### src/hdl/itrb_pkg.sv
// Purpose: shared constants and types for the three-channel interval timer
// Assumes: byte-wide host port, 16-bit counters
// Notes:   control word field positions and status byte layout
package itrb_pkg;
    localparam int        ITRB_NCTR        = 3;
    localparam logic [1:0] ITRB_ADDR_CTL   = 2'h3;
    localparam logic [1:0] ITRB_SEL_RDBK   = 2'h3;
    localparam logic [1:0] ITRB_RW_LATCH   = 2'h0;
    localparam logic [1:0] ITRB_RW_LSB     = 2'h1;
    localparam logic [1:0] ITRB_RW_MSB     = 2'h2;
    localparam logic [1:0] ITRB_RW_BOTH    = 2'h3;
    localparam logic [2:0] ITRB_MODE_ZERO  = 3'h0;
    localparam int        ITRB_CW_SEL_HI   = 7;
    localparam int        ITRB_CW_SEL_LO   = 6;
    localparam int        ITRB_RB_CNT_BIT  = 5;
    localparam int        ITRB_RB_STS_BIT  = 4;
    localparam int        ITRB_RB_SEL_LO   = 1;
    localparam logic [15:0] ITRB_BIN_MAX   = 16'hffff;
    localparam logic [15:0] ITRB_BCD_MAX   = 16'h9999;
    localparam logic [15:0] ITRB_RST_COUNT = 16'h0000;
    localparam logic [7:0]  ITRB_RST_BYTE  = 8'h00;

    typedef struct packed {
        logic [1:0] byte_access_sel;
        logic [2:0] mode_sel;
        logic       bcd;
    } itrb_mode_t;

    typedef struct packed {
        logic       out_level;
        logic       null_count;
        itrb_mode_t mode;
    } itrb_status_t;
endpackage : itrb_pkg

### src/hdl/itrb_timer.sv
// Purpose: host port, read-back, status and mode-zero counting for three counters
// Assumes: host strobes and counter pins are asynchronous to clk
// Notes:   modes other than zero hold the counting element still
`timescale 1ns/1ns
module itrb_timer
    import itrb_pkg::*;
(
    input  wire logic                 clk,
    input  wire logic                 rst_b,
    input  wire logic                 cs_b,
    input  wire logic                 rd_b,
    input  wire logic                 wr_b,
    input  wire logic                 port_select_hi,
    input  wire logic                 port_select_lo,
    input  wire logic [7:0]           data_in,
    output logic      [7:0]           data_out,
    output logic                      data_oe,
    input  wire logic [ITRB_NCTR-1:0] ctr_clk,
    input  wire logic [ITRB_NCTR-1:0] ctr_gate,
    output logic      [ITRB_NCTR-1:0] ctr_out
);
    // bcd-aware decrement with wrap
    function automatic logic [15:0] dec_count(input logic [15:0] v, input logic bcd);
        logic [15:0] r;
        r = v - 16'h0001;
        if (bcd) begin
            if (v == ITRB_RST_COUNT) r = ITRB_BCD_MAX;
            else if (v[11:0] == 12'h000) r = {v[15:12] - 4'h1, 12'h999};
            else if (v[7:0] == 8'h00) r = {v[15:8] - 8'h01, 8'h99};
            else if (v[3:0] == 4'h0) r = {v[15:4] - 12'h001, 4'h9};
        end else if (v == ITRB_RST_COUNT) begin
            r = ITRB_BIN_MAX;
        end
        return r;
    endfunction : dec_count

    // two-flop synchronisers for all asynchronous inputs
    logic [2:0]  hs1_ff, hs2_ff;
    logic [1:0]  as1_ff, as2_ff;
    logic [7:0]  ds1_ff, ds2_ff;
    logic [ITRB_NCTR-1:0] ck1_ff, ck2_ff, ck3_ff, gt1_ff, gt2_ff;
    always_ff @(posedge clk or negedge rst_b) begin
        if (!rst_b) begin
            hs1_ff <= 3'h7;
            hs2_ff <= 3'h7;
            as1_ff <= 2'h0;
            as2_ff <= 2'h0;
            ds1_ff <= ITRB_RST_BYTE;
            ds2_ff <= ITRB_RST_BYTE;
            ck1_ff <= '0;
            ck2_ff <= '0;
            ck3_ff <= '0;
            gt1_ff <= '0;
            gt2_ff <= '0;
        end else begin
            hs1_ff <= {cs_b, rd_b, wr_b};
            hs2_ff <= hs1_ff;
            as1_ff <= {port_select_hi, port_select_lo};
            as2_ff <= as1_ff;
            ds1_ff <= data_in;
            ds2_ff <= ds1_ff;
            ck1_ff <= ctr_clk;
            ck2_ff <= ck1_ff;
            ck3_ff <= ck2_ff;
            gt1_ff <= ctr_gate;
            gt2_ff <= gt1_ff;
        end
    end

    logic       wr_prev_ff, rd_prev_ff;
    logic       wr_act, rd_act, wr_done, rd_done;
    logic [ITRB_NCTR-1:0] clk_fall;
    // strobes act when asserted alone with chip select, reads only off the control address; events at strobe release
    assign wr_act   = !hs2_ff[2] && !hs2_ff[0] && hs2_ff[1];
    assign rd_act   = !hs2_ff[2] && !hs2_ff[1] && hs2_ff[0]
                      && (as2_ff != ITRB_ADDR_CTL);
    assign wr_done  = wr_prev_ff && !wr_act;
    assign rd_done  = rd_prev_ff && !rd_act;
    assign clk_fall = ck3_ff & ~ck2_ff;

    logic [1:0] wr_addr_ff, rd_addr_ff;
    logic [7:0] wr_data_ff;

    itrb_mode_t            mode_ff     [ITRB_NCTR];
    logic [15:0]           ce_ff       [ITRB_NCTR];
    logic [15:0]           cr_ff       [ITRB_NCTR];
    logic [15:0]           count_hold_latch_ff [ITRB_NCTR];
    logic [7:0]            sts_hold_ff [ITRB_NCTR];
    logic [ITRB_NCTR-1:0]  cnt_lat_ff, sts_lat_ff, null_ff, load_pend_ff, cnt_en_ff;
    logic [ITRB_NCTR-1:0]  wr_msb_ff, rd_msb_ff, out_ff;
    logic [7:0]            dout_ff;
    logic                  oe_ff;

    itrb_mode_t            nxt_mode     [ITRB_NCTR];
    logic [15:0]           nxt_ce       [ITRB_NCTR];
    logic [15:0]           nxt_cr       [ITRB_NCTR];
    logic [15:0]           nxt_count_hold_latch [ITRB_NCTR];
    logic [7:0]            nxt_sts_hold [ITRB_NCTR];
    logic [ITRB_NCTR-1:0]  nxt_cnt_lat, nxt_sts_lat, nxt_null, nxt_load_pend, nxt_cnt_en;
    logic [ITRB_NCTR-1:0]  nxt_wr_msb, nxt_rd_msb, nxt_out;
    logic [7:0]            nxt_dout;

    always_comb begin
        logic [15:0]  rd_val;
        itrb_status_t st;
        int           w;
        int           r;
        rd_val = ITRB_RST_COUNT;
        st = '0;
        w = int'(wr_addr_ff);
        r = int'(rd_addr_ff);
        nxt_mode = mode_ff;
        nxt_ce = ce_ff;
        nxt_cr = cr_ff;
        nxt_count_hold_latch = count_hold_latch_ff;
        nxt_sts_hold = sts_hold_ff;
        nxt_cnt_lat = cnt_lat_ff;
        nxt_sts_lat = sts_lat_ff;
        nxt_null = null_ff;
        nxt_load_pend = load_pend_ff;
        nxt_cnt_en = cnt_en_ff;
        nxt_wr_msb = wr_msb_ff;
        nxt_rd_msb = rd_msb_ff;
        nxt_out = out_ff;
        nxt_dout = dout_ff;
        // counting element: falling edge of each counter clock
        for (int i = 0; i < ITRB_NCTR; i++) begin
            if (clk_fall[i] && mode_ff[i].mode_sel == ITRB_MODE_ZERO) begin
                if (load_pend_ff[i]) begin
                    nxt_ce[i] = cr_ff[i];
                    nxt_null[i] = 1'b0;
                    nxt_load_pend[i] = 1'b0;
                    nxt_cnt_en[i] = 1'b1;
                end else if (cnt_en_ff[i] && gt2_ff[i]) begin
                    nxt_ce[i] = dec_count(ce_ff[i], mode_ff[i].bcd);
                    if (ce_ff[i] == 16'h0001) nxt_out[i] = 1'b1;
                end
            end
            // live latch follows the element while not held
            if (!cnt_lat_ff[i]) nxt_count_hold_latch[i] = nxt_ce[i];
        end
        // host read: status first, then count bytes
        if (rd_done && r < ITRB_NCTR) begin
            if (sts_lat_ff[r]) begin
                nxt_sts_lat[r] = 1'b0;
            end else begin
                if (mode_ff[r].byte_access_sel != ITRB_RW_BOTH || rd_msb_ff[r])
                    nxt_cnt_lat[r] = 1'b0;
                if (mode_ff[r].byte_access_sel == ITRB_RW_BOTH)
                    nxt_rd_msb[r] = !rd_msb_ff[r];
            end
        end
        // host write
        if (wr_done) begin
            if (wr_addr_ff == ITRB_ADDR_CTL) begin
                if (wr_data_ff[ITRB_CW_SEL_HI:ITRB_CW_SEL_LO] == ITRB_SEL_RDBK) begin
                    for (int i = 0; i < ITRB_NCTR; i++) begin
                        if (wr_data_ff[ITRB_RB_SEL_LO + i]) begin
                            if (!wr_data_ff[ITRB_RB_CNT_BIT] && !cnt_lat_ff[i])
                                nxt_cnt_lat[i] = 1'b1;
                            if (!wr_data_ff[ITRB_RB_STS_BIT] && !sts_lat_ff[i]) begin
                                st.out_level = out_ff[i];
                                st.null_count = null_ff[i];
                                st.mode = mode_ff[i];
                                nxt_sts_hold[i] = st;
                                nxt_sts_lat[i] = 1'b1;
                            end
                        end
                    end
                end else begin
                    w = int'(wr_data_ff[ITRB_CW_SEL_HI:ITRB_CW_SEL_LO]);
                    if (wr_data_ff[ITRB_RB_CNT_BIT:ITRB_RB_STS_BIT] == ITRB_RW_LATCH) begin
                        if (!cnt_lat_ff[w]) nxt_cnt_lat[w] = 1'b1;
                    end else begin
                        nxt_mode[w] = wr_data_ff[5:0];
                        nxt_null[w] = 1'b1;
                        nxt_cnt_lat[w] = 1'b0;
                        nxt_sts_lat[w] = 1'b0;
                        nxt_load_pend[w] = 1'b0;
                        nxt_cnt_en[w] = 1'b0;
                        nxt_wr_msb[w] = 1'b0;
                        nxt_rd_msb[w] = 1'b0;
                        nxt_out[w] = 1'b0;
                    end
                end
            end else begin
                case (mode_ff[w].byte_access_sel)
                    ITRB_RW_LSB: begin
                        nxt_cr[w] = {8'h00, wr_data_ff};
                        nxt_null[w] = 1'b1;
                        nxt_load_pend[w] = 1'b1;
                    end
                    ITRB_RW_MSB: begin
                        nxt_cr[w] = {wr_data_ff, 8'h00};
                        nxt_null[w] = 1'b1;
                        nxt_load_pend[w] = 1'b1;
                    end
                    ITRB_RW_BOTH: begin
                        if (!wr_msb_ff[w]) begin
                            nxt_cr[w][7:0] = wr_data_ff;
                            nxt_cnt_en[w] = 1'b0;
                            nxt_load_pend[w] = 1'b0;
                        end else begin
                            nxt_cr[w][15:8] = wr_data_ff;
                            nxt_null[w] = 1'b1;
                            nxt_load_pend[w] = 1'b1;
                        end
                        nxt_wr_msb[w] = !wr_msb_ff[w];
                    end
                    default: begin
                    end
                endcase
                if (mode_ff[w].mode_sel == ITRB_MODE_ZERO
                    && mode_ff[w].byte_access_sel != ITRB_RW_LATCH)
                    nxt_out[w] = 1'b0;
            end
        end
        // read data presented while read strobe is active
        if (r < ITRB_NCTR) begin
            rd_val = count_hold_latch_ff[r];
            if (sts_lat_ff[r]) nxt_dout = sts_hold_ff[r];
            else if (mode_ff[r].byte_access_sel == ITRB_RW_MSB) nxt_dout = rd_val[15:8];
            else if (mode_ff[r].byte_access_sel == ITRB_RW_BOTH && rd_msb_ff[r])
                nxt_dout = rd_val[15:8];
            else nxt_dout = rd_val[7:0];
        end
    end

    always_ff @(posedge clk or negedge rst_b) begin
        if (!rst_b) begin
            wr_prev_ff <= 1'b0;
            rd_prev_ff <= 1'b0;
            wr_addr_ff <= 2'h0;
            rd_addr_ff <= 2'h0;
            wr_data_ff <= ITRB_RST_BYTE;
            for (int i = 0; i < ITRB_NCTR; i++) begin
                mode_ff[i] <= '0;
                ce_ff[i] <= ITRB_RST_COUNT;
                cr_ff[i] <= ITRB_RST_COUNT;
                count_hold_latch_ff[i] <= ITRB_RST_COUNT;
                sts_hold_ff[i] <= ITRB_RST_BYTE;
            end
            cnt_lat_ff <= '0;
            sts_lat_ff <= '0;
            null_ff <= '0;
            load_pend_ff <= '0;
            cnt_en_ff <= '0;
            wr_msb_ff <= '0;
            rd_msb_ff <= '0;
            out_ff <= '0;
            dout_ff <= ITRB_RST_BYTE;
            oe_ff <= 1'b0;
        end else begin
            wr_prev_ff <= wr_act;
            rd_prev_ff <= rd_act;
            if (wr_act) wr_addr_ff <= as2_ff;
            if (wr_act) wr_data_ff <= ds2_ff;
            if (rd_act) rd_addr_ff <= as2_ff;
            mode_ff <= nxt_mode;
            ce_ff <= nxt_ce;
            cr_ff <= nxt_cr;
            count_hold_latch_ff <= nxt_count_hold_latch;
            sts_hold_ff <= nxt_sts_hold;
            cnt_lat_ff <= nxt_cnt_lat;
            sts_lat_ff <= nxt_sts_lat;
            null_ff <= nxt_null;
            load_pend_ff <= nxt_load_pend;
            cnt_en_ff <= nxt_cnt_en;
            wr_msb_ff <= nxt_wr_msb;
            rd_msb_ff <= nxt_rd_msb;
            out_ff <= nxt_out;
            dout_ff <= nxt_dout;
            oe_ff <= rd_act;
        end
    end

    assign data_out = dout_ff;
    assign data_oe  = oe_ff;
    assign ctr_out  = out_ff;
endmodule : itrb_timer
### config.mk
export PLATFORM = sky130hd
export DESIGN_NAME = itrb_timer
export DESIGN_NICKNAME = d
export VERILOG_FILES = /design/src/hdl/itrb_pkg.sv /design/src/hdl/itrb_timer.sv
export SDC_FILE = /design/constraint.sdc
export NUM_CORES = 1
export LEC_CHECK = 0
export BUFFER_PORTS_ARGS = -buffer_cell sky130_fd_sc_hd__buf_2
export CORE_UTILIZATION = 42
export CTS_BUF_LIST = sky130_fd_sc_hd__clkbuf_8 sky130_fd_sc_hd__clkbuf_16
export DETAILED_ROUTE_END_ITERATION = 12
export PLACE_DENSITY = 0.63
export SYNTH_ARGS = -nofsm -noshare
export SYNTH_HDL_FRONTEND = slang
export SYNTH_SLANG_ARGS = --single-unit
### constraint.sdc
create_clock -name clk -period 4.3 [get_ports clk]
set_input_delay 0.43 -clock clk [delete_from_list [all_inputs] [get_ports clk]]
set_output_delay 0.43 -clock clk [all_outputs]
set_load 0.02 [all_outputs]
# Word-level counts from Yosys, hierarchy flattened
# Cells that the tools add are included.
# W data, S select, Z words.
[word_totals]
reg_bits = 273
input_bits = 21
out_inout_bits = 12
word_cells = 341
[classes]
n_addsub = 12
order_cmp = 12
eq_ne = 14
mux = 160
bitwise_logic = 27
reduce_logical = 70
[op_table]
columns = ["operator", "n"]
rows = [
  ["$mux W16", 31],
  ["$bwmux W48", 4],
  ["$pmux W48 S3", 1],
  ["$mux W3", 46],
  ["$demux W16 S2", 3],
  ["$ge A32 B3 Y1 const B", 3],
  ["$not A2 Y32", 3],
  ["$lt A32 B1 Y1 const B", 2],
  ["$eq A16 B1 Y1 const B", 3],
  ["$logic_not A16 Y1", 3],
  ["$mux W48", 1],
  ["$mux W8", 6],
  ["$sub A16 B1 Y16 const B", 3],
  ["$mux W1", 46],
  ["$and A3 B3 Y3", 13],
  ["$logic_not A12 Y1", 3],
  ["$sub A12 B1 Y12 const B", 3],
  ["$bmux W16 S2", 1],
  ["$mux W6", 5],
  ["$logic_and A1 B1 Y1", 27],
  ["$bmux W6 S2", 2],
  ["$logic_not A8 Y1", 3],
  ["$sub A8 B1 Y8 const B", 3],
  ["$bwmux W18", 1],
  ["27 further kinds", 79],
]

# Depth between registers and ports, before layout
[depth]
word_depth = 15
ltp_mapped = 11
ltp_nobuf = 9

# Worst setup path after synthesis
# OpenSTA, ideal clock, no wires.
[synth_path]
path_kind = "reg2reg"
start = "register wr_addr_ff[1]"
end = "register cr_ff[40] (netlist bit)"
t_arrival_ns = 2.390
t_required_ns = 4.179
setup_slack_ns = 1.789
path_stages_with_launch = 10
path_buffers = 2
path_cell_list = "dfrtp_1 clkbuf_1 mux2i_1 o22a_1 ha_1 nor4b_1 clkbuf_1 a21boi_1 o21ai_1 a22o_1"
[synth_via]
elab_chain_len = 8
[synth_rtl]
columns = ["element", "line_no", "source"]
rows = [
  ["start, declared", "itrb_timer.sv:81", "logic [1:0] wr_addr_ff, rd_addr_ff;"],
  ["start signal, assigned", "itrb_timer.sv:256", "if (wr_act) wr_addr_ff <= as2_ff;"],
  ["$not A2 Y32 (not written as such)", "--", ""],
  ["$ge A32 B3 Y1 (not written as such) or $lt A32 B1 Y1 (tied branches)", "itrb_timer.sv:189, itrb_timer.sv:194, itrb_timer.sv:204", ""],
  ["$logic_and A1 B1 Y1 (not written as such)", "itrb_timer.sv:189, itrb_timer.sv:194, itrb_timer.sv:204", ""],
  ["$mux W16 (not written as such)", "itrb_timer.sv:204", "nxt_cr[w][15:8] = wr_data_ff;"],
  ["$demux W16 S2", "itrb_timer.sv:204", ""],
  ["$bwmux W48", "itrb_timer.sv:204", ""],
  ["$mux W48", "itrb_timer.sv:199", "if (!wr_msb_ff[w]) begin"],
  ["$pmux W48 S3", "itrb_timer.sv:187", "case (mode_ff[w].byte_access_sel)"],
  ["end signal, assigned", "itrb_timer.sv:261", "cr_ff <= nxt_cr;"],
  ["end, declared", "itrb_timer.sv:86", "logic [15:0] cr_ff [ITRB_NCTR];"],
]
# Parallel ways exist; a longest one is shown, timed or not. The select of a mux whose other input is x is not followed.
# A chain may end at the register's enable or synchronous reset.

==> reports/qor.csv <==
metric,value,unit
unrepaired setup endpoints after global routing,no,
Reg2Reg Setup Slack,1.33,ns
sw frac,38.9,%
DR DRC count,0,
share of the synthesized area in the top cell type,43.0,%
port bufs,32,
required time of the critical path,4.81,ns
register area,6840,µm²
ANT nets after route,0,
final-layout fill cell count,3480,
CP Capture Type,flop,
depth of the CTS H-tree,1,
Worst Hold Slack,0.347,ns
Post-synth top flop,dfrtp_1,
number of global-route vias before repair,12700,
"Data arrival, critical path",3.48,ns
multi-input logic area,8020,µm²
Final Hold Viols,0,
Seq pwr share,37.4,%
post-cts resize count,0,
Tcrit/Tclk final,69.1,%
Worst-Margin Slew,1.13,ns
die area,37700,µm²
adder and majority gate portion of the synthesized area,2.50,%
xor/xnor share of the synthesized area,1.35,%
CTS Buf Count,30,
standard-cell row count,70,
1st-iter DRT viols,1491,
WL/cell,23.0,µm
status,finished clean,
register area share after synthesis,44.0,%
Syn Area/Cell,9.38,µm²
Via-to-Cell Ratio,6.24,
PwrDens,540,nW/µm²
Worst Setup EP,count_hold_latch_ff[37],
Overflow after GRT,0,
TritonCTS clock tree,yes,
M1 wire length,22.3,mm
I/O Pins,33,
NetSw,3.64,mW
drt pass-1 iters,6,
initial antenna violation count,0,
RR Startpoint,ce_ff[32],
DR vias,13400,
top post-synthesis cells by area,"dfrtp_1 43%, mux2_2 4.3%, nand2_1 3.8%, a21oi_1 3.7%, nor2_1 3.3%",
mux cell area share after synthesis,8.16,%
crit path kind,reg2reg,
synthesized flop and latch total,273,
"Clk Latency, worst-skew pair",0.58,ns
Mapped Nets,1707,
Pleak,7.55,nW
setup tns final,0,ns
area delta synth->final,11.8,%
Worst-path clk slew,0.06,ns
Post-synth ARST share,100,%
CP Launch Point,ce_ff[32],
Initial Util,42.5,%
Tmin final,2.97,ns
Ant. Diodes,0,
Die X-Extent,194,µm
layout cells sized above 1,13.0,%
"EDFF count, synth",0,
# nets final,1714,
top-count cell post-synth,dfrtp_1,
Simple-Gate Fraction of Synth Area,18.3,%
uppermost layer routed,met4,
Clock Power Share,29.1,%
crit-path max FO,10,
maxcap violations,0,
Comb pwr share,33.5,%
leading area contributor after synthesis,dfrtp_1,
# setup viols final,0,
Ys Warns,0,
Post-Route WL,49.5,mm
Post-synth top cells,"267 x dfrtp_1, 157 x nand2_1, 136 x nor2_1",
clock sinks,273,
maximum vdd ir drop,0.000313,V
Post-Synthesis Cells,1655,
pin count of the biggest net entering global routing,113,
maximum clock frequency,336,MHz
Synth Cell Area,15500,µm²
Layout Skew,0.0136,ns
final instance area,17400,µm²
WL met2,22.5,mm
synth unique cells,92,
r2r worst-path depth,8,
cell-internal power,5.73,mW
Max clock buf depth,3,
largest family of logic cells by synthesized area,compound AO/OA/AOI/OAI gates,
Slew HR,24.7,%
dpl cell area,16100,µm²
post-synthesis compound-gate area fraction,21.4,%
placer congestion estimate,0.960,
total global-route track usage,26.1,%
Core Area,36500,µm²
Slew Limit Fails,0,
hold crit path type,reg2reg,
Chip Height,194,µm
r2r endpoint,count_hold_latch_ff[37],
Post-DP HPWL,35.5,mm
Startpoint Class,flop,
Root Buffer,clkbuf_16,
first-pass GRT wire length,76.9,mm
routed length on met3,3.68,mm
-- critical path, stage by stage, from the launching register on --
cell	delay, ns
dfrtp_1	0.47
inv_1	0.15
ha_1	0.33
nor3b_2	0.61
nand4_2	0.35
nand2_1	0.24
a211oi_1	0.07
o41ai_1	0.45
mux2_2	0.24
-- flip-flops by register name (all words and copies together) (netlist names), 8 cells and up --
signal	cells
wr_data_ff	8
mode_ff	18
ce_ff	48
sts_hold_ff	24
count_hold_latch_ff	48
data_out	8
ds1_ff	8
cr_ff	48
ds2_ff	8
-- stage by stage --
stage          power, mW  setup WS [ns]  instances  util [%]
4_1_cts             9.33           1.27       2154      47.5
5_1_grt             9.85           1.02       2154      47.5
6_report            9.38           1.33       2154      47.5
3_3_place_gp        6.57           1.34       2078      44.1
3_5_place_dp        6.59           1.31       2078      44.1
2_1_floorplan       5.56           1.79       1655         -
-- area by class of cell --
class                      count  area share, %
sequential                   273           39.4
timing repair buffer          84           3.66
inverter                      61           1.32
multi-input combinational   1212           46.2
clock inverter                18           1.03
clock buffer                  38           5.02
tap                          468           3.37
-- kinds of logic (layout without fill, tap and decap cells) --
| logic type | after synthesis | in the layout |
|---|---|---|
| muxes | 118 | 118 |
| buffers and inverters | 170 | 201 |
| AOI/OAI and AO/OA | 495 | 495 |
| DFF | 273 | 273 |
| adders and majority gates | 31 | 31 |
| and+or+nand+nor | 544 | 544 |
| xor gates and xnor gates | 24 | 24 |
-- power groups by stage --
| stage | clock [mW] | sequential [mW] | combinational, mW |
|---|---|---|---|
| 6_report | 2.73 | 3.51 | 3.14 |
| 5_1_grt | 2.87 | 3.55 | 3.42 |
| 4_1_cts | 2.76 | 3.49 | 3.08 |
| 3_5_place_dp | 0 | 3.54 | 3.05 |
| 3_3_place_gp | 0 | 3.53 | 3.04 |
| 2_1_floorplan | 0 | 3.17 | 2.39 |
-- layout by cell type, fill, tap and decap left out, types with 34 or more instances in the layout --
| cell | count |
|---|---|
| nor3_1 | 34 |
| inv_1 | 67 |
| a21oi_1 | 115 |
| nand2_1 | 157 |
| o21ai_0 | 91 |
| dfrtp_1 | 266 |
| mux2i_1 | 49 |
| nor2_1 | 136 |
| mux2_2 | 59 |
| nand3_1 | 43 |
-- layer usage --
layer  up-vias  GRT usage (%)
met3        82           4.42
met2       571           40.4
met4         0           5.73
li1       6107              -
met5         -              0
met1      6686           38.3
-- worst min-delay path by stage --
stage / start / to / slack, ns / cells after the start
floorplan: rst_b / as1_ff[0] / 0.13 / 0
global placement: ck1_ff[2] / ck2_ff[2] / 0.33 / 0
detailed placement: as1_ff[0] / as2_ff[0] / 0.33 / 0
CTS: ds1_ff[7] / ds2_ff[7] / 0.35 / 0
global route: as1_ff[0] / as2_ff[0] / 0.35 / 0
finish: ds1_ff[7] / ds2_ff[7] / 0.35 / 0
-- repair_timing --
action,4_1_cts,5_1_grt
hold buffers,20,0
setup buffers,0,0
hold endpoints to repair,103,0
No activity file was read; power rests on OpenSTA's default activity.
